==> src/mesi_map.vh <==
`ifndef MESI_MAP_VH
`define MESI_MAP_VH

// Register word offsets (bus byte address bits [4:2])
`define MESI_OFF_TXQP      4'h0
`define MESI_OFF_RXSTAT    4'h1
`define MESI_OFF_EVENTS    4'h2
`define MESI_OFF_ENSET     4'h3
`define MESI_OFF_ENCLR     4'h4
`define MESI_OFF_MASK      4'h5
`define MESI_OFF_PAUSE     4'h6
`define MESI_OFF_CTRL      4'h7

// Receive status bit positions
`define MESI_RS_NOBUF      0
`define MESI_RS_STORED     1
`define MESI_RS_OVFL       2
`define MESI_RS_W          3

// Event bit positions
`define MESI_EV_MGMT       0
`define MESI_EV_RXDONE     1
`define MESI_EV_RXOWN      2
`define MESI_EV_TXOWN      3
`define MESI_EV_TXUND      4
`define MESI_EV_RETRY      5
`define MESI_EV_TXEXH      6
`define MESI_EV_TXDONE     7
`define MESI_EV_RXOVF      10
`define MESI_EV_BUSERR     11
`define MESI_EV_PSEEN      12
`define MESI_EV_PEXP       13
`define MESI_EV_W          14
`define MESI_EV_VALID      14'h3CFF

// Control register bits
`define MESI_CT_FAST       0

// Reset values
`define MESI_RST_EV        14'h0000
`define MESI_RST_MASK      14'h0000
`define MESI_RST_RS        3'h0
`define MESI_RST_PTR       32'h00000000
`define MESI_RST_PAUSE     16'h0000

// Timing: 512 bit times per pause quantum
`define MESI_PAUSE_BITS    10'h200
`define MESI_QCNT_W        10

`endif

==> src/mesi_quantum.v <==
`timescale 1ns/1ps
`include "mesi_map.vh"

// Pause quantum divider: one pulse per 512 bit enables, one per bit enable when fast_i is set
module mesi_quantum (
   input  wire       clk_i,      // System clock
   input  wire       rst_i,      // Sync reset
   input  wire       bit_en_i,   // One bit time elapsed
   input  wire       fast_i,     // Test mode: every bit
   output reg        tick_o      // Quantum pulse
);
   reg [`MESI_QCNT_W-1:0] cnt_r;

   always @(posedge clk_i) begin
      if (rst_i) begin
         cnt_r  <= {`MESI_QCNT_W{1'b0}};
         tick_o <= 1'b0;
      end else begin
         tick_o <= 1'b0;
         if (bit_en_i) begin
            if (fast_i || cnt_r == `MESI_PAUSE_BITS - 10'h001) begin
               cnt_r  <= {`MESI_QCNT_W{1'b0}};
               tick_o <= 1'b1;
            end else begin
               cnt_r  <= cnt_r + 10'h001;
            end
         end
      end
   end
endmodule

==> src/mesi_top.v <==
`timescale 1ns/1ps
`include "mesi_map.vh"

// Function
// - TX pointer reads first descriptor of frame
// - RX flags clear only by writing one
// - No-buffer flag set on every failed fetch
// - Refetch descriptor each new frame until owned
// - Frame-stored flag set after frame stored
// - Overflow flag on late grant/bus error; recover
// - Event register clears on read
// - Management-done event bit 0
// - Receive-complete event bit 1
// - RX used-bit-read event bit 2
// - TX used-bit-read event bit 3
// - TX underrun event bit 4, incl pointer write
// - TX exhausted bit 6, retry cap bit 5
// - Transmit-complete event bit 7
// - RX overflow event when flag sets
// - Bus-error event bit 11
// - Pause-seen event bit 12
// - Pause-expired event bit 13 at zero
// - Enable register write-only, ones enable
// - Disable register write-only, ones disable
// - Mask register read-only reports enables
// - Pause counter decrements every 512 bits, every bit in fast mode
module mesi_top (
   input  wire        REF_CLK_I,          // 25 MHz clock
   input  wire        RST_I,              // Sync reset, high
   input  wire [4:0]  AVS_ADDRESS_I,      // Byte address
   input  wire        AVS_READ_I,         // Read strobe
   input  wire        AVS_WRITE_I,        // Write strobe
   input  wire [31:0] AVS_WRITEDATA_I,    // Write data
   input  wire [3:0]  AVS_BYTEENABLE_I,   // Byte lanes
   output reg  [31:0] AVS_READDATA_O,     // Read data
   output reg         AVS_WAITREQUEST_O,  // Wait request
   input  wire        MGMT_DONE_I,        // PHY mgmt op finished
   input  wire        RX_FRAME_START_I,   // New RX frame begins
   input  wire        RX_DESC_VALID_I,    // RX descriptor fetched
   input  wire        RX_DESC_USED_I,     // Fetched desc used bit
   input  wire        RX_STORED_I,        // RX frame in memory
   input  wire        RX_LATE_GRANT_I,    // RX bus grant late
   input  wire        RX_BUS_ERR_I,       // RX bus error
   input  wire        TX_DESC_VALID_I,    // TX descriptor fetched
   input  wire        TX_DESC_USED_I,     // TX desc used bit
   input  wire        TX_MID_FRAME_I,     // TX inside a frame
   input  wire        TX_FRAME_START_I,   // TX starts a frame
   input  wire [31:0] TX_DESC_ADDR_I,     // Current TX desc addr
   input  wire        TX_LATE_DATA_I,     // TX data not in time
   input  wire        TX_BUS_ERR_I,       // TX bus error
   input  wire        TX_RETRY_CAP_I,     // Retry limit hit
   input  wire        TX_EXHAUSTED_I,     // Buffers out mid frame
   input  wire        TX_DONE_I,          // TX frame finished
   input  wire        PAUSE_RX_I,         // Valid pause frame
   input  wire [15:0] PAUSE_TIME_I,       // Received pause time
   input  wire        BIT_EN_I,           // One bit time pulse
   output reg         RX_REFETCH_O,       // Re-read RX desc pointer
   output reg         RX_RECOVER_O,       // Recover RX buffer
   output reg  [31:0] TXQ_BASE_O,         // Written TX queue start
   output reg         TXQ_LOAD_O,         // TX pointer written
   output reg         PAUSE_ACTIVE_O,     // Pause counter nonzero
   output reg         IRQ_O               // Interrupt, high
);

   reg  [31:0] tx_queue_pointer_r;
   reg  [2:0]  rx_status_r;
   reg  [2:0]  rx_status_nxt;
   reg  [13:0] irq_events_r;
   reg  [13:0] irq_events_nxt;
   reg  [13:0] irq_mask_r;
   reg  [13:0] irq_mask_nxt;
   reg  [15:0] pause_cnt_r;
   reg  [15:0] pause_cnt_nxt;
   reg         fast_r;
   reg         nobuf_wait_r;
   reg         ack_r;
   reg  [31:0] rdata_nxt;
   reg  [13:0] ev_set;
   reg  [2:0]  rs_set;
   reg         pexp;
   wire        quantum;
   wire [3:0]  widx;
   wire        wr_go;
   wire        rd_go;
   wire [31:0] wmask;

   // Byte lanes expand to a bit mask
   function [31:0] lane_mask;
      input [3:0] be;
      begin
         lane_mask = {{8{be[3]}}, {8{be[2]}}, {8{be[1]}}, {8{be[0]}}};
      end
   endfunction

   // Word index from byte address
   function [3:0] word_idx;
      input [4:0] addr;
      begin
         word_idx = {1'b0, addr[4:2]};
      end
   endfunction

   // Reads capture and clear on one edge so no event slips between
   // Writes act only on the edge that sees waitrequest low
   assign widx  = word_idx(AVS_ADDRESS_I);
   assign wmask = lane_mask(AVS_BYTEENABLE_I);
   assign wr_go = AVS_WRITE_I & ack_r;
   assign rd_go = AVS_READ_I & ~ack_r;

   mesi_quantum u_quantum (
      .clk_i    (REF_CLK_I),
      .rst_i    (RST_I),
      .bit_en_i (BIT_EN_I),
      .fast_i   (fast_r),
      .tick_o   (quantum)
   );

   always @* begin
      rs_set = 3'h0;
      ev_set = 14'h0000;
      // Failed fetch: desc owned by software
      rs_set[`MESI_RS_NOBUF] = RX_DESC_VALID_I & RX_DESC_USED_I;
      rs_set[`MESI_RS_STORED] = RX_STORED_I;
      rs_set[`MESI_RS_OVFL] = RX_LATE_GRANT_I | RX_BUS_ERR_I;
      ev_set[`MESI_EV_MGMT]   = MGMT_DONE_I;
      ev_set[`MESI_EV_RXDONE] = RX_STORED_I;
      ev_set[`MESI_EV_RXOWN]  = RX_DESC_VALID_I & RX_DESC_USED_I;
      ev_set[`MESI_EV_TXOWN]  = TX_DESC_VALID_I & TX_DESC_USED_I;
      ev_set[`MESI_EV_TXUND]  = TX_LATE_DATA_I | TX_BUS_ERR_I |
                                (TX_DESC_VALID_I & TX_DESC_USED_I &
                                 TX_MID_FRAME_I) |
                                (wr_go && widx == `MESI_OFF_TXQP);
      ev_set[`MESI_EV_RETRY]  = TX_RETRY_CAP_I;
      ev_set[`MESI_EV_TXEXH]  = TX_EXHAUSTED_I;
      ev_set[`MESI_EV_TXDONE] = TX_DONE_I;
      ev_set[`MESI_EV_RXOVF]  = rs_set[`MESI_RS_OVFL];
      ev_set[`MESI_EV_BUSERR] = RX_BUS_ERR_I | TX_BUS_ERR_I;
      ev_set[`MESI_EV_PSEEN]  = PAUSE_RX_I;
      ev_set[`MESI_EV_PEXP]   = pexp;
   end

   // Pause counter steps down once per quantum
   always @* begin
      pause_cnt_nxt = pause_cnt_r;
      pexp = 1'b0;
      if (PAUSE_RX_I) begin
         pause_cnt_nxt = PAUSE_TIME_I;
      end else if (quantum && pause_cnt_r != 16'h0000) begin
         pause_cnt_nxt = pause_cnt_r - 16'h0001;
         pexp = (pause_cnt_r == 16'h0001);
      end
   end

   always @* begin
      rx_status_nxt = rx_status_r;
      if (wr_go && widx == `MESI_OFF_RXSTAT) begin
         // Ones clear, zeros keep, nothing sets
         rx_status_nxt = rx_status_r &
                         ~(AVS_WRITEDATA_I[2:0] & wmask[2:0]);
      end
      rx_status_nxt = rx_status_nxt | rs_set;

      irq_events_nxt = irq_events_r;
      if (rd_go && widx == `MESI_OFF_EVENTS) begin
         irq_events_nxt = `MESI_RST_EV;
      end
      irq_events_nxt = (irq_events_nxt | ev_set) &
                       `MESI_EV_VALID;

      irq_mask_nxt = irq_mask_r;
      if (wr_go && widx == `MESI_OFF_ENSET) begin
         irq_mask_nxt = irq_mask_r |
                        (AVS_WRITEDATA_I[13:0] & wmask[13:0] &
                         `MESI_EV_VALID);
      end
      if (wr_go && widx == `MESI_OFF_ENCLR) begin
         irq_mask_nxt = irq_mask_r &
                        ~(AVS_WRITEDATA_I[13:0] & wmask[13:0]);
      end

      rdata_nxt = 32'h00000000;
      case (widx)
         `MESI_OFF_TXQP:   rdata_nxt = tx_queue_pointer_r;
         `MESI_OFF_RXSTAT: rdata_nxt = {29'h0, rx_status_r};
         `MESI_OFF_EVENTS: rdata_nxt = {18'h0, irq_events_r};
         `MESI_OFF_MASK:   rdata_nxt = {18'h0, irq_mask_r};
         `MESI_OFF_PAUSE:  rdata_nxt = {16'h0, pause_cnt_r};
         `MESI_OFF_CTRL:   rdata_nxt = {31'h0, fast_r};
         default:          rdata_nxt = 32'h00000000;
      endcase
   end

   always @(posedge REF_CLK_I) begin
      if (RST_I) begin
         tx_queue_pointer_r <= `MESI_RST_PTR;
         rx_status_r        <= `MESI_RST_RS;
         irq_events_r       <= `MESI_RST_EV;
         irq_mask_r         <= `MESI_RST_MASK;
         pause_cnt_r        <= `MESI_RST_PAUSE;
         fast_r             <= 1'b0;
         nobuf_wait_r       <= 1'b0;
         ack_r              <= 1'b0;
         AVS_READDATA_O     <= 32'h00000000;
         AVS_WAITREQUEST_O  <= 1'b1;
         RX_REFETCH_O       <= 1'b0;
         RX_RECOVER_O       <= 1'b0;
         TXQ_BASE_O         <= `MESI_RST_PTR;
         TXQ_LOAD_O         <= 1'b0;
         PAUSE_ACTIVE_O     <= 1'b0;
         IRQ_O              <= 1'b0;
      end else begin
         rx_status_r    <= rx_status_nxt;
         irq_events_r   <= irq_events_nxt;
         irq_mask_r     <= irq_mask_nxt;
         pause_cnt_r    <= pause_cnt_nxt;
         PAUSE_ACTIVE_O <= (pause_cnt_nxt != 16'h0000);
         IRQ_O          <= |(irq_events_nxt & irq_mask_nxt);
         RX_RECOVER_O   <= rs_set[`MESI_RS_OVFL];
         TXQ_LOAD_O     <= 1'b0;
         // Latch pointer only at frame start, not per fetch
         if (TX_FRAME_START_I) begin
            tx_queue_pointer_r <= TX_DESC_ADDR_I;
         end
         if (wr_go && widx == `MESI_OFF_TXQP) begin
            tx_queue_pointer_r <= AVS_WRITEDATA_I;
            TXQ_BASE_O         <= AVS_WRITEDATA_I;
            TXQ_LOAD_O         <= 1'b1;
         end
         if (wr_go && widx == `MESI_OFF_CTRL && AVS_BYTEENABLE_I[0]) begin
            fast_r <= AVS_WRITEDATA_I[`MESI_CT_FAST];
         end
         // Retry descriptor fetch at every frame start after a miss
         if (rs_set[`MESI_RS_NOBUF]) begin
            nobuf_wait_r <= 1'b1;
         end else if (RX_DESC_VALID_I && !RX_DESC_USED_I) begin
            nobuf_wait_r <= 1'b0;
         end
         RX_REFETCH_O <= nobuf_wait_r & RX_FRAME_START_I;
         ack_r <= (AVS_READ_I | AVS_WRITE_I) & ~ack_r;
         AVS_WAITREQUEST_O <= ~((AVS_READ_I | AVS_WRITE_I) & ~ack_r);
         if (rd_go) begin
            AVS_READDATA_O <= rdata_nxt;
         end
      end
   end
endmodule

==> config.mk <==
export PLATFORM = sky130hd
export DESIGN_NAME = mesi_top
export DESIGN_NICKNAME = d
export VERILOG_FILES = /design/src/mesi_quantum.v /design/src/mesi_top.v
export VERILOG_INCLUDE_DIRS = /design/src /design/src/src
export SDC_FILE = /design/constraint.sdc
export NUM_CORES = 1
export LEC_CHECK = 0
export BUFFER_PORTS_ARGS = -buffer_cell sky130_fd_sc_hd__buf_2
export CAP_MARGIN = 20
export CORE_ASPECT_RATIO = 0.6
export CORE_MARGIN = 3
export CORE_UTILIZATION = 35
export CTS_BUF_LIST = sky130_fd_sc_hd__clkbuf_8
export CTS_CLUSTER_DIAMETER = 30
export DETAILED_ROUTE_END_ITERATION = 7
export GPL_TIMING_DRIVEN = 0
export SLEW_MARGIN = 20
export SYNTH_ARGS = -nofsm -noshare
export SYNTH_HDL_FRONTEND = slang
export SYNTH_HIERARCHICAL = 1
export SYNTH_SLANG_ARGS = --single-unit
export TNS_END_PERCENT = 30
==> constraint.sdc <==
create_clock -name REF_CLK_I -period 2.2 [get_ports REF_CLK_I]
set_clock_uncertainty 0.05 [all_clocks]
set_input_delay 0.22 -clock REF_CLK_I [delete_from_list [all_inputs] [get_ports REF_CLK_I]]
set_output_delay 0.22 -clock REF_CLK_I [all_outputs]
set_load 0.02 [all_outputs]
==> results of run 1 <==
-- cell type report --
class | count | area share, %
buffer | 54 | 2.43
clock buffer | 19 | 2.76
clock inverter | 11 | 1.39
inverter | 10 | 0.475
multi-input combinational | 581 | 39.5
sequential | 161 | 34.3
tap | 266 | 3.51
timing repair buffer | 236 | 15.6
-- worst min path at each step --
| stage | startpoint | endpoint | cells after the start |
|---|---|---|---|
| detailed placement | nobuf_wait_r$_SDFFE_PP0P_ | RX_REFETCH_O$_SDFF_PP0_ | 2 |
| global placement | nobuf_wait_r$_SDFFE_PP0P_ | RX_REFETCH_O$_SDFF_PP0_ | 2 |
| CTS | AVS_WRITEDATA_I[3] | tx_queue_pointer_r[3]$_SDFFE_PP0P_ | 3 |
| global route | AVS_WRITEDATA_I[3] | TXQ_BASE_O[3]$_SDFFE_PP0P_ | 3 |
| finish | AVS_WRITEDATA_I[3] | tx_queue_pointer_r[3]$_SDFFE_PP0P_ | 3 |
| floorplan | AVS_WRITEDATA_I[8] | irq_mask_r[8]$_SDFFE_PP0P_ | 1 |
-- sequential cells by signal, indices dropped and copies added, names as in the netlist --
signal              cells
u_quantum/tick_o        1
PAUSE_ACTIVE_O          1
irq_events_r           12
TXQ_BASE_O             32
irq_mask_r             14
tx_queue_pointer_r     32
RX_RECOVER_O            1
u_quantum/cnt_r        10
nobuf_wait_r            1
AVS_READDATA_O         32
TXQ_LOAD_O              1
fast_r                  1
AVS_WAITREQUEST_O       1
ack_r                   1
pause_cnt_r            16
RX_REFETCH_O            1
rx_status_r             3
IRQ_O                   1
-- per-stage QoR --
stage	setup slack, ns	hold WS [ns]	TNS (ns)	util, %	power (W)
2_1_floorplan	-0.105	0.258	-0.105	-	0.00359
3_3_place_gp	-0.600	0.373	-9.94	42.8	0.00388
3_5_place_dp	-0.556	0.374	-6.68	42.8	0.00388
4_1_cts	-0.505	0.00360	-0.524	48.1	0.00618
5_1_grt	-0.607	0.0195	-1.27	49.0	0.00643
6_report	-0.519	0.0299	-0.620	49.0	0.00621
-- layout by cell type (no fill, tap or decap), drive strengths merged, types with 12 or more instances in the layout --
cell	n
buf	199
dfxtp	161
nand2	121
a21oi	94
nor2	83
clkbuf	62
dlygate4sd3	47
a22oi	46
mux2	37
o22ai	19
a211oi	19
mux2i	15
nor3	15
nor4	13
inv	12
-- power by group --
group	switching, W	internal [W]	leakage [nW]
registers	0.0000923	0.00301	1.32
logic	0.000473	0.000401	2.31
clock network	0.00117	0.00107	0.191
total	0.00173	0.00448	3.82
-- per-layer routing --
metal	vias to the layer above	wire length, µm	track usage (%)
met5	-	0	0
met4	0	276	5.55
met3	22	2220	6.95
met2	277	9830	30.9
met1	3269	12600	34.1
li1	3414	-	-
-- worst reg2reg max path, stage by stage, from the launching register on --
cell	delay (ns)
dfxtp_4	0.38
inv_6	0.08
ha_4	0.12
or4b_4	0.47
nor4_4	0.29
buf_6	0.17
nor4_2	0.05
a311oi_2	0.30
nand4_1	0.18
nor4b_2	0.32
a41oi_2	0.16
-- cell families (layout without fill, tap and decap cells) --
family | after synthesis | after routing
AOI/OAI and AO/OA | 220 | 220
xor gates and xnor gates | 11 | 11
adders and majority gates | 4 | 4
buffers and inverters | 67 | 330
DFF | 161 | 161
muxes | 52 | 52
and+or+nand+nor | 294 | 294
-- repair_timing --
item,in CTS,in global routing
gates resized for setup,33,27
pin swaps,14,9
hold buffers,47,0
gates cloned,0,0
buffers inserted,9,9
hold endpoints to repair,79,0
setup endpoints to repair,22,41
==> out/results.txt, run 1 <==
The run finished, with violations left. The final reports fail on negative setup slack. Clock tree synthesis inserted a total of 17 buffers.

The logs give 0 for the count of endpoints failing hold in the final timing report and 0 for the number of antenna violations at the first check in global routing. Clock-pin slew on the worst setup and hold paths: 0.09 ns. The top cell type by area accounts for 45.9% of the synthesized area.

Summing the sequential cell areas from Yosys gives 45.9% of the chip area. For this run, the top clock speed supported by timing is 368 MHz. Power spread over the standard cell area amounts to 655 nW/µm².

The run gives 6566 as the via count of the first global-routing pass. The path type of the worst min-delay path is input port to flip-flop. The overall routing resource usage is 22.5%, and the total I/O pin count is 181.

The horizontal die dimension is 189 µm. Summing the areas of all and, or, nand and nor instances in the mapped netlist gives 20.2% of the synthesized area. The area of the core region came out at 19300 µm². The time the final worst path needs with I/O delays and setup works out to 2.72 ns. dfxtp_1 is the most common cell in the netlist. STA classifies the critical path startpoint as a flip-flop.

The transition time of the tightest slew-check pin was 0.840 ns. Clock tree synthesis selected as its root buffer the cell clkbuf_8. The tools report the effective utilization at floorplan as 36.3%. The die is 116 µm tall.

For the TritonCTS sink count, the log shows 161. Counting both buffers and inverters, the worst setup path holds a total of 2. The most critical setup path has its endpoint at PAUSE_ACTIVE_O$_SDFF_PP0_. Mapped cell area: 7020 µm². The total area of multi-input combinational cells is 3740 µm², and the number of different library cells in the post-synthesis netlist is 64. Largest delay contributor family on the critical path: simple AND/OR/NAND/NOR gates.

Entering global routing, the biggest net connects 17 pins. The tools report the critical path endpoint category as a flip-flop. The compound-cell area share of the yosys netlist came out at 19.7%. The most critical setup path has its startpoint at pause_cnt_r[0]$_SDFF_PP0_. The number of nets in the finished design was 1176; the worst reg-to-reg setup slack was -0.52 ns. In this run, the number of DRC markers left after iteration 0 of detailed routing was 666. Dividing the detail-routed wire length by the instance count gives 18.6 µm.

Summed over all instances, the cell type with the most area after synthesis is dfxtp_1. The maximum vdd ir drop is 345 µV, and the share of synthesized registers carrying an async set or reset is 0%. For the final count of pins violating max slew, the log shows 0.

The routed design has 24900 µm of wire. Setup violations remaining at the end of the flow were counted as 4. For this design the static power due to leakage is 3.82 nW. In the post-synthesis netlist, the biggest area contributors are dfxtp_1 (46%), a21oi_1 (6.7%), nand2_1 (6.5%).

Antenna diode instance count: 0. For the worst flop-to-flop path, the logic depth is 10. The longest clock path from root to sink contains 2 buffers. Worst max-slew margin expressed relative to the limit: 43.7%. For the cell count after synthesis, the log shows 809.

The reg-to-reg critical path endpoint was PAUSE_ACTIVE_O$_SDFF_PP0_. The share of the clock period used by the worst path is 124%, and the number of non-filler instances in the completed layout is 1338. The congestion estimate from routability-driven global placement came to 0.905.

In this run the cell area measured after placement is 8280 µm². For this run, design rule violations remaining after detail routing come to 0. The vias after detailed routing is 6982. Port buffering added 171 buffers. The cell count along the critical path was 10; the arrival time of data at the critical path endpoint was 2.98 ns. Summed over all nets, the half-perimeter wirelength after detailed placement is 18600 µm.

Of the post-synthesis cell area, the part taken by muxes is 8.08%. The sequential standard cell area came out at 3250 µm². Setup repair after global routing could not meet its margin everywhere. Along the worst path, the maximum fanout reaches 5. The later pin in the worst-skew pair is clocked with a latency of 0.46 ns.

The average cell area after synthesis came out at 8.67 µm². Across the run, the number of max-cap violations was 0. TritonCTS built the clock tree. The die covers 21800 µm². The startpoint identified for the worst register-to-register timing path is pause_cnt_r[0]$_SDFF_PP0_.

After floorplanning, the core was divided into 39 placement rows. The post-synthesis adder-cell area fraction was 0.713%; the data required time of the worst path was 2.46 ns. The critical path's largest stage delay came out at 0.47 ns. The signal on the critical path passes through inv_6, ha_4, or4b_4, nor4_4, buf_6, nor4_2, a311oi_2, nand4_1, nor4b_2, a41oi_2. After synthesis, the largest family of logic cells by area is simple AND/OR/NAND/NOR gates. The most used flip-flop cell after synthesis was dfxtp_1. CTS built an H-tree with a depth of 4.

For the least setup slack across all paths after layout, the log shows -0.519 ns. Using the TritonRoute via totals, the vias-per-cell ratio works out to 5.22. The layout has 1966 filler cells. Global routing finished with a remaining overflow of 0. The fraction of layout cells with a size suffix above 1 was 30.6%; the post-route cell area was 9470 µm². The largest individual stage delay along the critical path comes from the cell or4b_4. The detail route stage leaves a number of antenna-violating nets equal to 0. Yosys printed 6 warnings. Synthesis produced a netlist with a net count of 924. The synthesized netlist devotes 1.37% of its cell area to XOR and XNOR gates.

By count the netlist is led by dfxtp_1 (161), nand2_1 (121), a21oi_1 (94). The number of placed instances, taps included, is 1246. The critical path is of the flip-flop to flip-flop type. The first global-routing pass estimated 37900 µm of wire. Yosys mapped a number of flops with a built-in enable equal to 0.

The first detailed-routing pass ran for 5 iterations. Register bit count reported by yosys: 161. The area growth from synthesis to layout is 35.0%.
(Power assumes the default switching activity.)
==> run 2: changes to the inputs <==
- CORE_MARGIN: 3 -> 4
==> run 2 against run 1 <==
Via count is 0.74% higher; the flow still finishes with violations (negative setup slack); worst hold slack worse by 0.024 ns; utilization down 0.16 points; critical path type unchanged; first-iteration DRC count fell by 11%; maximum frequency rose by 1.4%; critical endpoint unchanged; highest routed layer is now met5; combinational power about the same; sequential cell count did not move; sequential share of layout area is 0.052 points lower; critical path depth is 1 lower.
==> out/results.txt, run 2 (synthesized netlist as in run 1, its figures left out) <==
The flow ran to the end, but the final reports show violations. The final reports fail on negative setup slack. Setup repair after global routing could not meet its margin everywhere. After global routing, the most crowded layer is met1. The vias per cell came out at 5.24 (+0.44%).

The static leakage power was 3.83 nW (+0.34%); the horizontal die dimension was 191 µm (+1.1%). The met1 usage in global routing was 33.9% (-0.13 points); the worst reg-to-reg setup slack was -0.48 ns (+0.04 ns). The time the final worst path needs with I/O delays and setup came out at 2.68 ns (-0.0383 ns). The effective utilization at floorplan is 36.2% (-0.091 points), and the post-layout total power is 0.00633 W (+1.9%). Reg-to-reg critical path endpoint: PAUSE_ACTIVE_O$_SDFF_PP0_. The maximum vdd ir drop was 379 µV (+9.7%); the fraction of layout cells with a size suffix above 1 was 30.6% (about the same). The worst hold path belongs to the class input port to flip-flop.

The least setup slack across all paths after layout came out at -0.480 ns (+0.0383 ns). The data required time of the worst path is 2.47 ns (about the same), and the total buffers and inverters traversed by the critical path is 2 (unchanged). The run gives 161 (unchanged) as the TritonCTS sink count.

The number of violations of the max-capacitance limit came out at 0 (unchanged). The transition time of the tightest slew-check pin was 0.720 ns (-0.120 ns); the number of detailed-route iterations in the first pass was 6 (+1). Wire length of the first global-routing pass: 38700 µm (+2.2%). The logs give 0 (unchanged) for the total DRC errors in the routed layout and 52.0% (+8.3 points) for the worst max-slew margin expressed relative to the limit.

The worst hold path begins at TX_DESC_USED_I. The run gives 0 (unchanged) as the count of endpoints failing hold in the final timing report. In the final layout, the registers with the most flip-flops are AVS_READDATA_O: 32 flops, TXQ_BASE_O: 32 flops, tx_queue_pointer_r: 32 flops.

The TritonCTS buffer count was 17 (unchanged). Traced cell by cell, the critical path runs through buf_4, or4b_4, nor4_4, buf_4, o211ai_1, o21ai_1, nand4_1, nor4b_2, a41oi_1. The worst hold path terminates at irq_events_r[3]$_SDFF_PP0_. The tools report the final count of pins violating max slew as 0 (unchanged). The number of H-tree levels was 4 (unchanged).

The vias after detailed routing was 7034 (+0.74%); the pre-CTS setup slack was -0.563 ns (-0.00680 ns). Among all stages on the critical path, the largest delay is contributed by or4b_4. The critical path's largest stage delay was 0.55 ns (+0.08 ns).

The number of placement rows is 39 (unchanged), and the count of nets left with antenna violations after detail routing is 0 (unchanged). The clock latency reported for the late side of the worst-skew pair was 0.47 ns (about the same). The library cells used most frequently in the layout, excluding fill and tap cells, are buf_2 (173), dfxtp_1 (151), nand2_1 (120). The tools report the start of the worst register-to-register path as pause_cnt_r[6]$_SDFF_PP0_.

The met3 usage is 7.47% (+0.52 points), and the number of violations reported at the end of detailed-routing iteration 0 is 593 (-11%). Critical path start-end classification: flip-flop to flip-flop. The pin count of the biggest net entering global routing is 17 (unchanged). Routability-driven placement congestion ratio: 0.896 (-0.93%). The worst setup path is launched from a flip-flop. Worst-case clock buffer depth: 2 (unchanged).

The area growth from synthesis to layout came out at 34.9% (about the same). The tools report the met2 routing resource usage after global routing as 29.2% (-1.7 points). The tools report the via count of the first global-routing pass as 6664 (+1.5%). In this run the clock root is driven by a clkbuf_8. The die height works out to 118 µm (+1.7%). The number of antenna violations at the first check in global routing came out at 4 (+4).

The routed wirelength normalized by instance count is 19.0 µm (+2.1%), and the area of the core region is 19400 µm² (+0.25%). The count of buffers inserted at the top-level ports came out at 171 (unchanged). Leaving out fill and tap cells, the most frequent cell in the layout is buf_2. In this design, the critical path's most frequently occurring cell is buf_4. The arrival time of data at the critical path endpoint was 2.95 ns (-0.03 ns); the total congestion overflow after global routing was 0 (unchanged). The estimated wirelength of the detail-placed design came out at 19000 µm (+2.3%). The worst setup path is captured at a flip-flop. The number of cells on the worst hold path works out to 3 (unchanged). The largest fanout on the critical path was 6 (+1). The depth of the most critical reg-to-reg path works out to 9 (-1). Overall die area: 22500 µm² (+2.8%). Share of the clock period used by the worst path: 122% (-1.7 points). The clock-pin slew on the worst setup and hold paths was 0.09 ns (about the same); the count of final setup violators was 7 (+3).

The post-placement cell count was 1246 (unchanged). The overall routing resource usage is 22.0% (-0.53 points), and the final wirelength is 25500 µm (+2.4%). The power density over the cells works out to 668 nW/µm² (+2.0%). The run gives 373 MHz (+1.4%) as the maximum clock rate.

For the total I/O pin count, the log shows 181 (unchanged). The largest delay contributor family on the critical path was simple AND/OR/NAND/NOR gates. The tools report the number of nets in the finished design as 1177 (+0.085%).

TritonCTS built the clock tree. The number of non-filler instances in the completed layout was 1342 (+0.30%).
==> run 2: cell count changes in the layout (fill, tap and decap cells not counted), moves of 2 or more <==
cell / delta
buf_4: +4
dfxtp_2: +3
dfxtp_4: -3
inv_8: +3
nor4_2: -3
buf_6: -2
inv_6: +2
nor3_2: +2
nor4_1: +2
==> run 2: layout make-up <==
class	count	area, µm²
fillers	1891	9910
multi-input cells	581	3710
flip-flops and latches	161	3250
repair buffers	236	1470
well taps	266	333
clock buffers	18	248
plain buffers	55	245
clock inverters	14	170
inverters	10	42.5
diodes	1	2.50
==> run 2: what timing repair did <==
action,4_1_cts,5_1_grt
buffers inserted,13,4
pin swaps,10,7
resized for setup,23,36
endpoints found under the setup margin,31,43
endpoints found under the hold margin,81,0
hold buffers,48,0
==> run 2: how the worst max path moves through the flow <==
stage                     slack (ns)  cells after the start                       from                        end
after floorplan                -0.11                      8  pause_cnt_r[2]$_SDFF_PP0_  PAUSE_ACTIVE_O$_SDFF_PP0_
after global placement         -0.57                      9  pause_cnt_r[0]$_SDFF_PP0_  PAUSE_ACTIVE_O$_SDFF_PP0_
after detailed placement       -0.56                      9  pause_cnt_r[1]$_SDFF_PP0_  PAUSE_ACTIVE_O$_SDFF_PP0_
after CTS                      -0.46                      8  pause_cnt_r[2]$_SDFF_PP0_  PAUSE_ACTIVE_O$_SDFF_PP0_
after global routing           -0.59                      8  pause_cnt_r[6]$_SDFF_PP0_  PAUSE_ACTIVE_O$_SDFF_PP0_
final                          -0.48                      9  pause_cnt_r[6]$_SDFF_PP0_  PAUSE_ACTIVE_O$_SDFF_PP0_
==> run 2: report_power, final <==
part	leakage (nW)	switching (W)	total [W]	internal [W]
clock	0.207	0.00127	0.00235	0.00108
combinational	2.31	0.000476	0.000873	0.000396
sequential	1.32	0.0000919	0.00310	0.00301
==> run 2: metal layers <==
layer,up-vias,share of wire (%)
met5,-,0.13
met4,6,0.80
met3,21,9.7
met2,267,39
met1,3330,50
li1,3410,-
==> run 2: through the flow <==
stage / setup TNS [ns] / hold WS (ns) / area, µm² / util, %
final: -0.879 / 0.00618 / 9470 / 48.9
after global routing: -1.77 / 0.00205 / 9470 / 48.9
after CTS: -0.791 / 0.00153 / 9330 / 48.1
after detailed placement: -9.84 / 0.373 / 8280 / 42.7
after global placement: -12.35 / 0.374 / 8270 / 42.7
after floorplan: -0.105 / 0.258 / 7080 / -
==> run 2: tightest hold or removal path, cell delays in order <==
cell     delay [ns]
buf_2          0.10
a22oi_2        0.08
nor2_1         0.08
==> run 3: changes to the inputs <==
- CAP_MARGIN: 20 -> 15
- CORE_MARGIN: 4 -> 2
==> run 3 against run 2 <==
The flow still finishes with violations (negative setup slack); count of clock-buffer cells in the layout fell by 1; final cell count rose by 0.60%; global-route usage rose by 1.3 points; cell area rose by 0.53%.
==> out/results.txt, run 3 (synthesized netlist as in run 1, its figures left out) <==
For the part of the total power dissipated in sequential elements, the log shows 50.3% (+1.2 points). The net switching fraction of the power works out to 30.9% (+1.9 points). The cell-internal power came out at 0.00426 W (-5.2%). Final count of pins violating max slew: 0 (unchanged).

Vias per cell: 5.27 (+0.48%). The run gives 3.06 ns (+0.11 ns) as the arrival time of data at the critical path endpoint. For the clock latency reported for the late side of the worst-skew pair, the log shows 0.47 ns (about the same). For the count of endpoints failing hold in the final timing report, the log shows 0 (unchanged). The count of buffers inserted at the top-level ports was 171 (unchanged).

The antenna diode instance count is 0 (-1). The total cell area at the placement stage came out at 8280 µm² (about the same). The run gives -0.60 ns (-0.12 ns) as the worst reg-to-reg setup slack. The maximum vdd ir drop is 377 µV (-0.61%). The cell count along the critical path is 8 (-1), and the number of violations of the max-capacitance limit is 0 (unchanged). The checks that failed: negative setup slack. The static leakage power was 3.84 nW (+0.19%); the worst-case clock buffer depth was 2 (unchanged).

The clock network fraction of design power was 35.3% (-1.9 points); the worst max-slew margin expressed relative to the limit was 53.8% (+1.8 points). The final wirelength was 25300 µm (-0.71%). For the maximum clock rate, the log shows 357 MHz (-4.4%).

The logs give 0.00191 W (+3.8%) for the net switching power and 38000 µm (-1.9%) for the wire length of the first global-routing pass. The logs give 35.4% (-0.82 points) for the effective utilization at floorplan and 3 (-4) for the count of final setup violators. The total buffers and inverters traversed by the critical path came out at 1 (-1).

TritonCTS built the clock tree. The worst hold slack after final layout came out at 0.0186 ns (+0.0124 ns). The largest individual stage delay along the critical path comes from the cell or4b_4. The critical path's largest stage delay is 0.55 ns (about the same).

For hold timing, the worst endpoint is RX_RECOVER_O$_SDFF_PP0_. The TritonCTS buffer count came out at 17 (unchanged). The worst register-to-register path begins at pause_cnt_r[6]$_SDFF_PP0_. Number of cells on the worst hold path: 3 (unchanged).

The total congestion overflow after global routing was 0 (unchanged); the post-route setup TNS was -0.704 ns (+0.174 ns). The run gives 23.3% (+1.3 points) as the overall routing resource usage. The tools report the number of nets in the finished design as 1179 (+0.17%). The via count of the first global-routing pass is 6496 (-2.5%).

For the number of fill cells, the log shows 1996 (+5.6%). The least setup slack across all paths after layout came out at -0.603 ns (-0.122 ns). The share of the clock period used by the worst path was 127% (+5.6 points). The power density over the cells is 648 nW/µm² (-3.1%).

The run gives 813 (+37%) as the number of violations reported at the end of detailed-routing iteration 0. Total DRC errors in the routed layout: 0 (unchanged). In this run the critical register-to-register path is captured at PAUSE_ACTIVE_O$_SDFF_PP0_. Buffer type at the clock tree root: clkbuf_8. Setup repair after global routing could not meet its margin everywhere. The total I/O pin count is 181 (unchanged), and the area growth from synthesis to layout is 35.6%.

By startpoint and endpoint, the worst setup path is classified as flip-flop to flip-flop. The number of placement rows is 40 (+2.6%), and the post-layout total power is 0.00616 W (-2.6%). The transition time of the tightest slew-check pin is 0.693 ns (-0.0265 ns). The fraction of layout cells with a size suffix above 1 came out at 31.2% (+0.59 points). The tools report the worst hold path startpoint as RX_LATE_GRANT_I. Number of H-tree levels: 4 (unchanged). For the combinational fraction of design power, the log shows 14.4% (+0.6 points). The library cell used most frequently in the layout, excluding fill and tap cells, is buf_2. The critical path goes through buf_4, or4b_4, nor4_4, nor4_1, a311oi_1, nand4_1, nor4b_4, a41oi_2. The vias after detailed routing was 7110 (+1.1%); the depth of the most critical reg-to-reg path was 8 (-1). The top cell types in the final layout, fill and taps aside, are buf_2 (172), dfxtp_1 (148), nand2_1 (120). Estimated wirelength of the detail-placed design: 18400 µm (-3.1%). The kind of start point of the critical path was a flip-flop. STA classifies the critical path endpoint as a flip-flop. The count of nets left with antenna violations after detail routing was 0 (unchanged); the horizontal die dimension was 187 µm (-2.1%). The TritonCTS sink count is 161 (unchanged), and the die height is 114 µm (-3.4%). The number of detailed-route iterations in the first pass came out at 7 (+1). The routability-driven placement congestion ratio was 0.908 (+1.3%); the time the final worst path needs with I/O delays and setup was 2.80 ns (+0.122 ns).

In the final layout, the registers with the most flip-flops are AVS_READDATA_O: 32 flops, TXQ_BASE_O: 32 flops, tx_queue_pointer_r: 32 flops. The area of the core region is 19800 µm² (+2.3%), and the largest fanout on the critical path is 6 (unchanged). The largest delay contributor family on the critical path was simple AND/OR/NAND/NOR gates. The run finished, with violations left. The post-route cell area is 9520 µm² (+0.53%).

The clock-pin slew on the worst setup and hold paths works out to 0.10 ns (about the same). The logs give 0 (-4) for the number of antenna violations at the first check in global routing and 18 (+1) for the pin count of the biggest net entering global routing. The tightest min-delay check is of the input port to flip-flop type. Routed wirelength normalized by instance count: 18.8 µm (-1.3%).

The tools report the data required time of the worst path as 2.46 ns (about the same). The overall die area was 21200 µm² (-5.4%).
[run 3: cell count changes in the layout (fill, tap and decap cells not counted), sizes merged]
cell         before  now
buf             200  199
clkinv            2    5
dlygate4sd3      48   50
diode             1    0
bufinv            2    0
inv              18   17
clkinvlp          2    3
[run 3: power by group through the flow]
| stage | sequential (W) | combinational (W) | clock [W] |
|---|---|---|---|
| final | 0.00310 | 0.000887 | 0.00218 |
| after CTS | 0.00309 | 0.000828 | 0.00222 |
| after global placement | 0.00316 | 0.000718 | 0 |
| after global routing | 0.00311 | 0.000956 | 0.00236 |
| after detailed placement | 0.00316 | 0.000723 | 0 |
| after floorplan | 0.00315 | 0.000439 | 0 |
[run 3: through the flow]
step | instances | worst slack (ns) | util (%)
6_report | 1350 | -0.603 | 48.0
5_1_grt | 1350 | -0.665 | 48.0
4_1_cts | 1344 | -0.530 | 47.1
3_5_place_dp | 1253 | -0.612 | 41.8
3_3_place_gp | 1253 | -0.544 | 41.8
2_1_floorplan | 809 | -0.105 | -
[run 3: timing repair]
action                                  4_1_cts  5_1_grt
gates resized for setup                      34       37
hold buffers                                 50        0
pin swaps                                    14       15
endpoints found under the setup margin       21       50
gates cloned                                  0        0
hold endpoints to repair                     82        0
setup buffers                                11        7
[run 3: how the worst max path moves through the flow]
stage | slack (ns) | end | from
after CTS | -0.53 | PAUSE_ACTIVE_O$_SDFF_PP0_ | pause_cnt_r[6]$_SDFF_PP0_
after global routing | -0.66 | PAUSE_ACTIVE_O$_SDFF_PP0_ | pause_cnt_r[5]$_SDFF_PP0_
final | -0.60 | PAUSE_ACTIVE_O$_SDFF_PP0_ | pause_cnt_r[6]$_SDFF_PP0_
after floorplan | -0.11 | PAUSE_ACTIVE_O$_SDFF_PP0_ | pause_cnt_r[2]$_SDFF_PP0_
after global placement | -0.54 | PAUSE_ACTIVE_O$_SDFF_PP0_ | pause_cnt_r[0]$_SDFF_PP0_
after detailed placement | -0.61 | PAUSE_ACTIVE_O$_SDFF_PP0_ | pause_cnt_r[0]$_SDFF_PP0_
[run 3: worst min-delay path: cells and delay by family]
kind / cells / cell delay (ns)
and+or+nand+nor: 2 / 0.20
buffers and inverters: 1 / 0.07
[run 3: layout make-up]
cell class,instances,area (µm²),area share (%)
flip-flops and latches,161,3250,34.2
well taps,273,342,3.59
plain buffers,54,240,2.52
repair buffers,239,1500,15.7
inverters,10,42.5,0.447
clock buffers,17,234,2.46
multi-input cells,581,3750,39.4
clock inverters,15,155,1.63
[run 3: per-layer routing]
layer	part of all wire, %	vias to the layer above	track usage [%]	wire, µm
met1	50	3344	34.8	12600
met5	0	-	0	0
met3	10	24	8.43	2530
met4	0.63	0	3.86	160
met2	40	331	32.2	10100
li1	-	3411	-	-
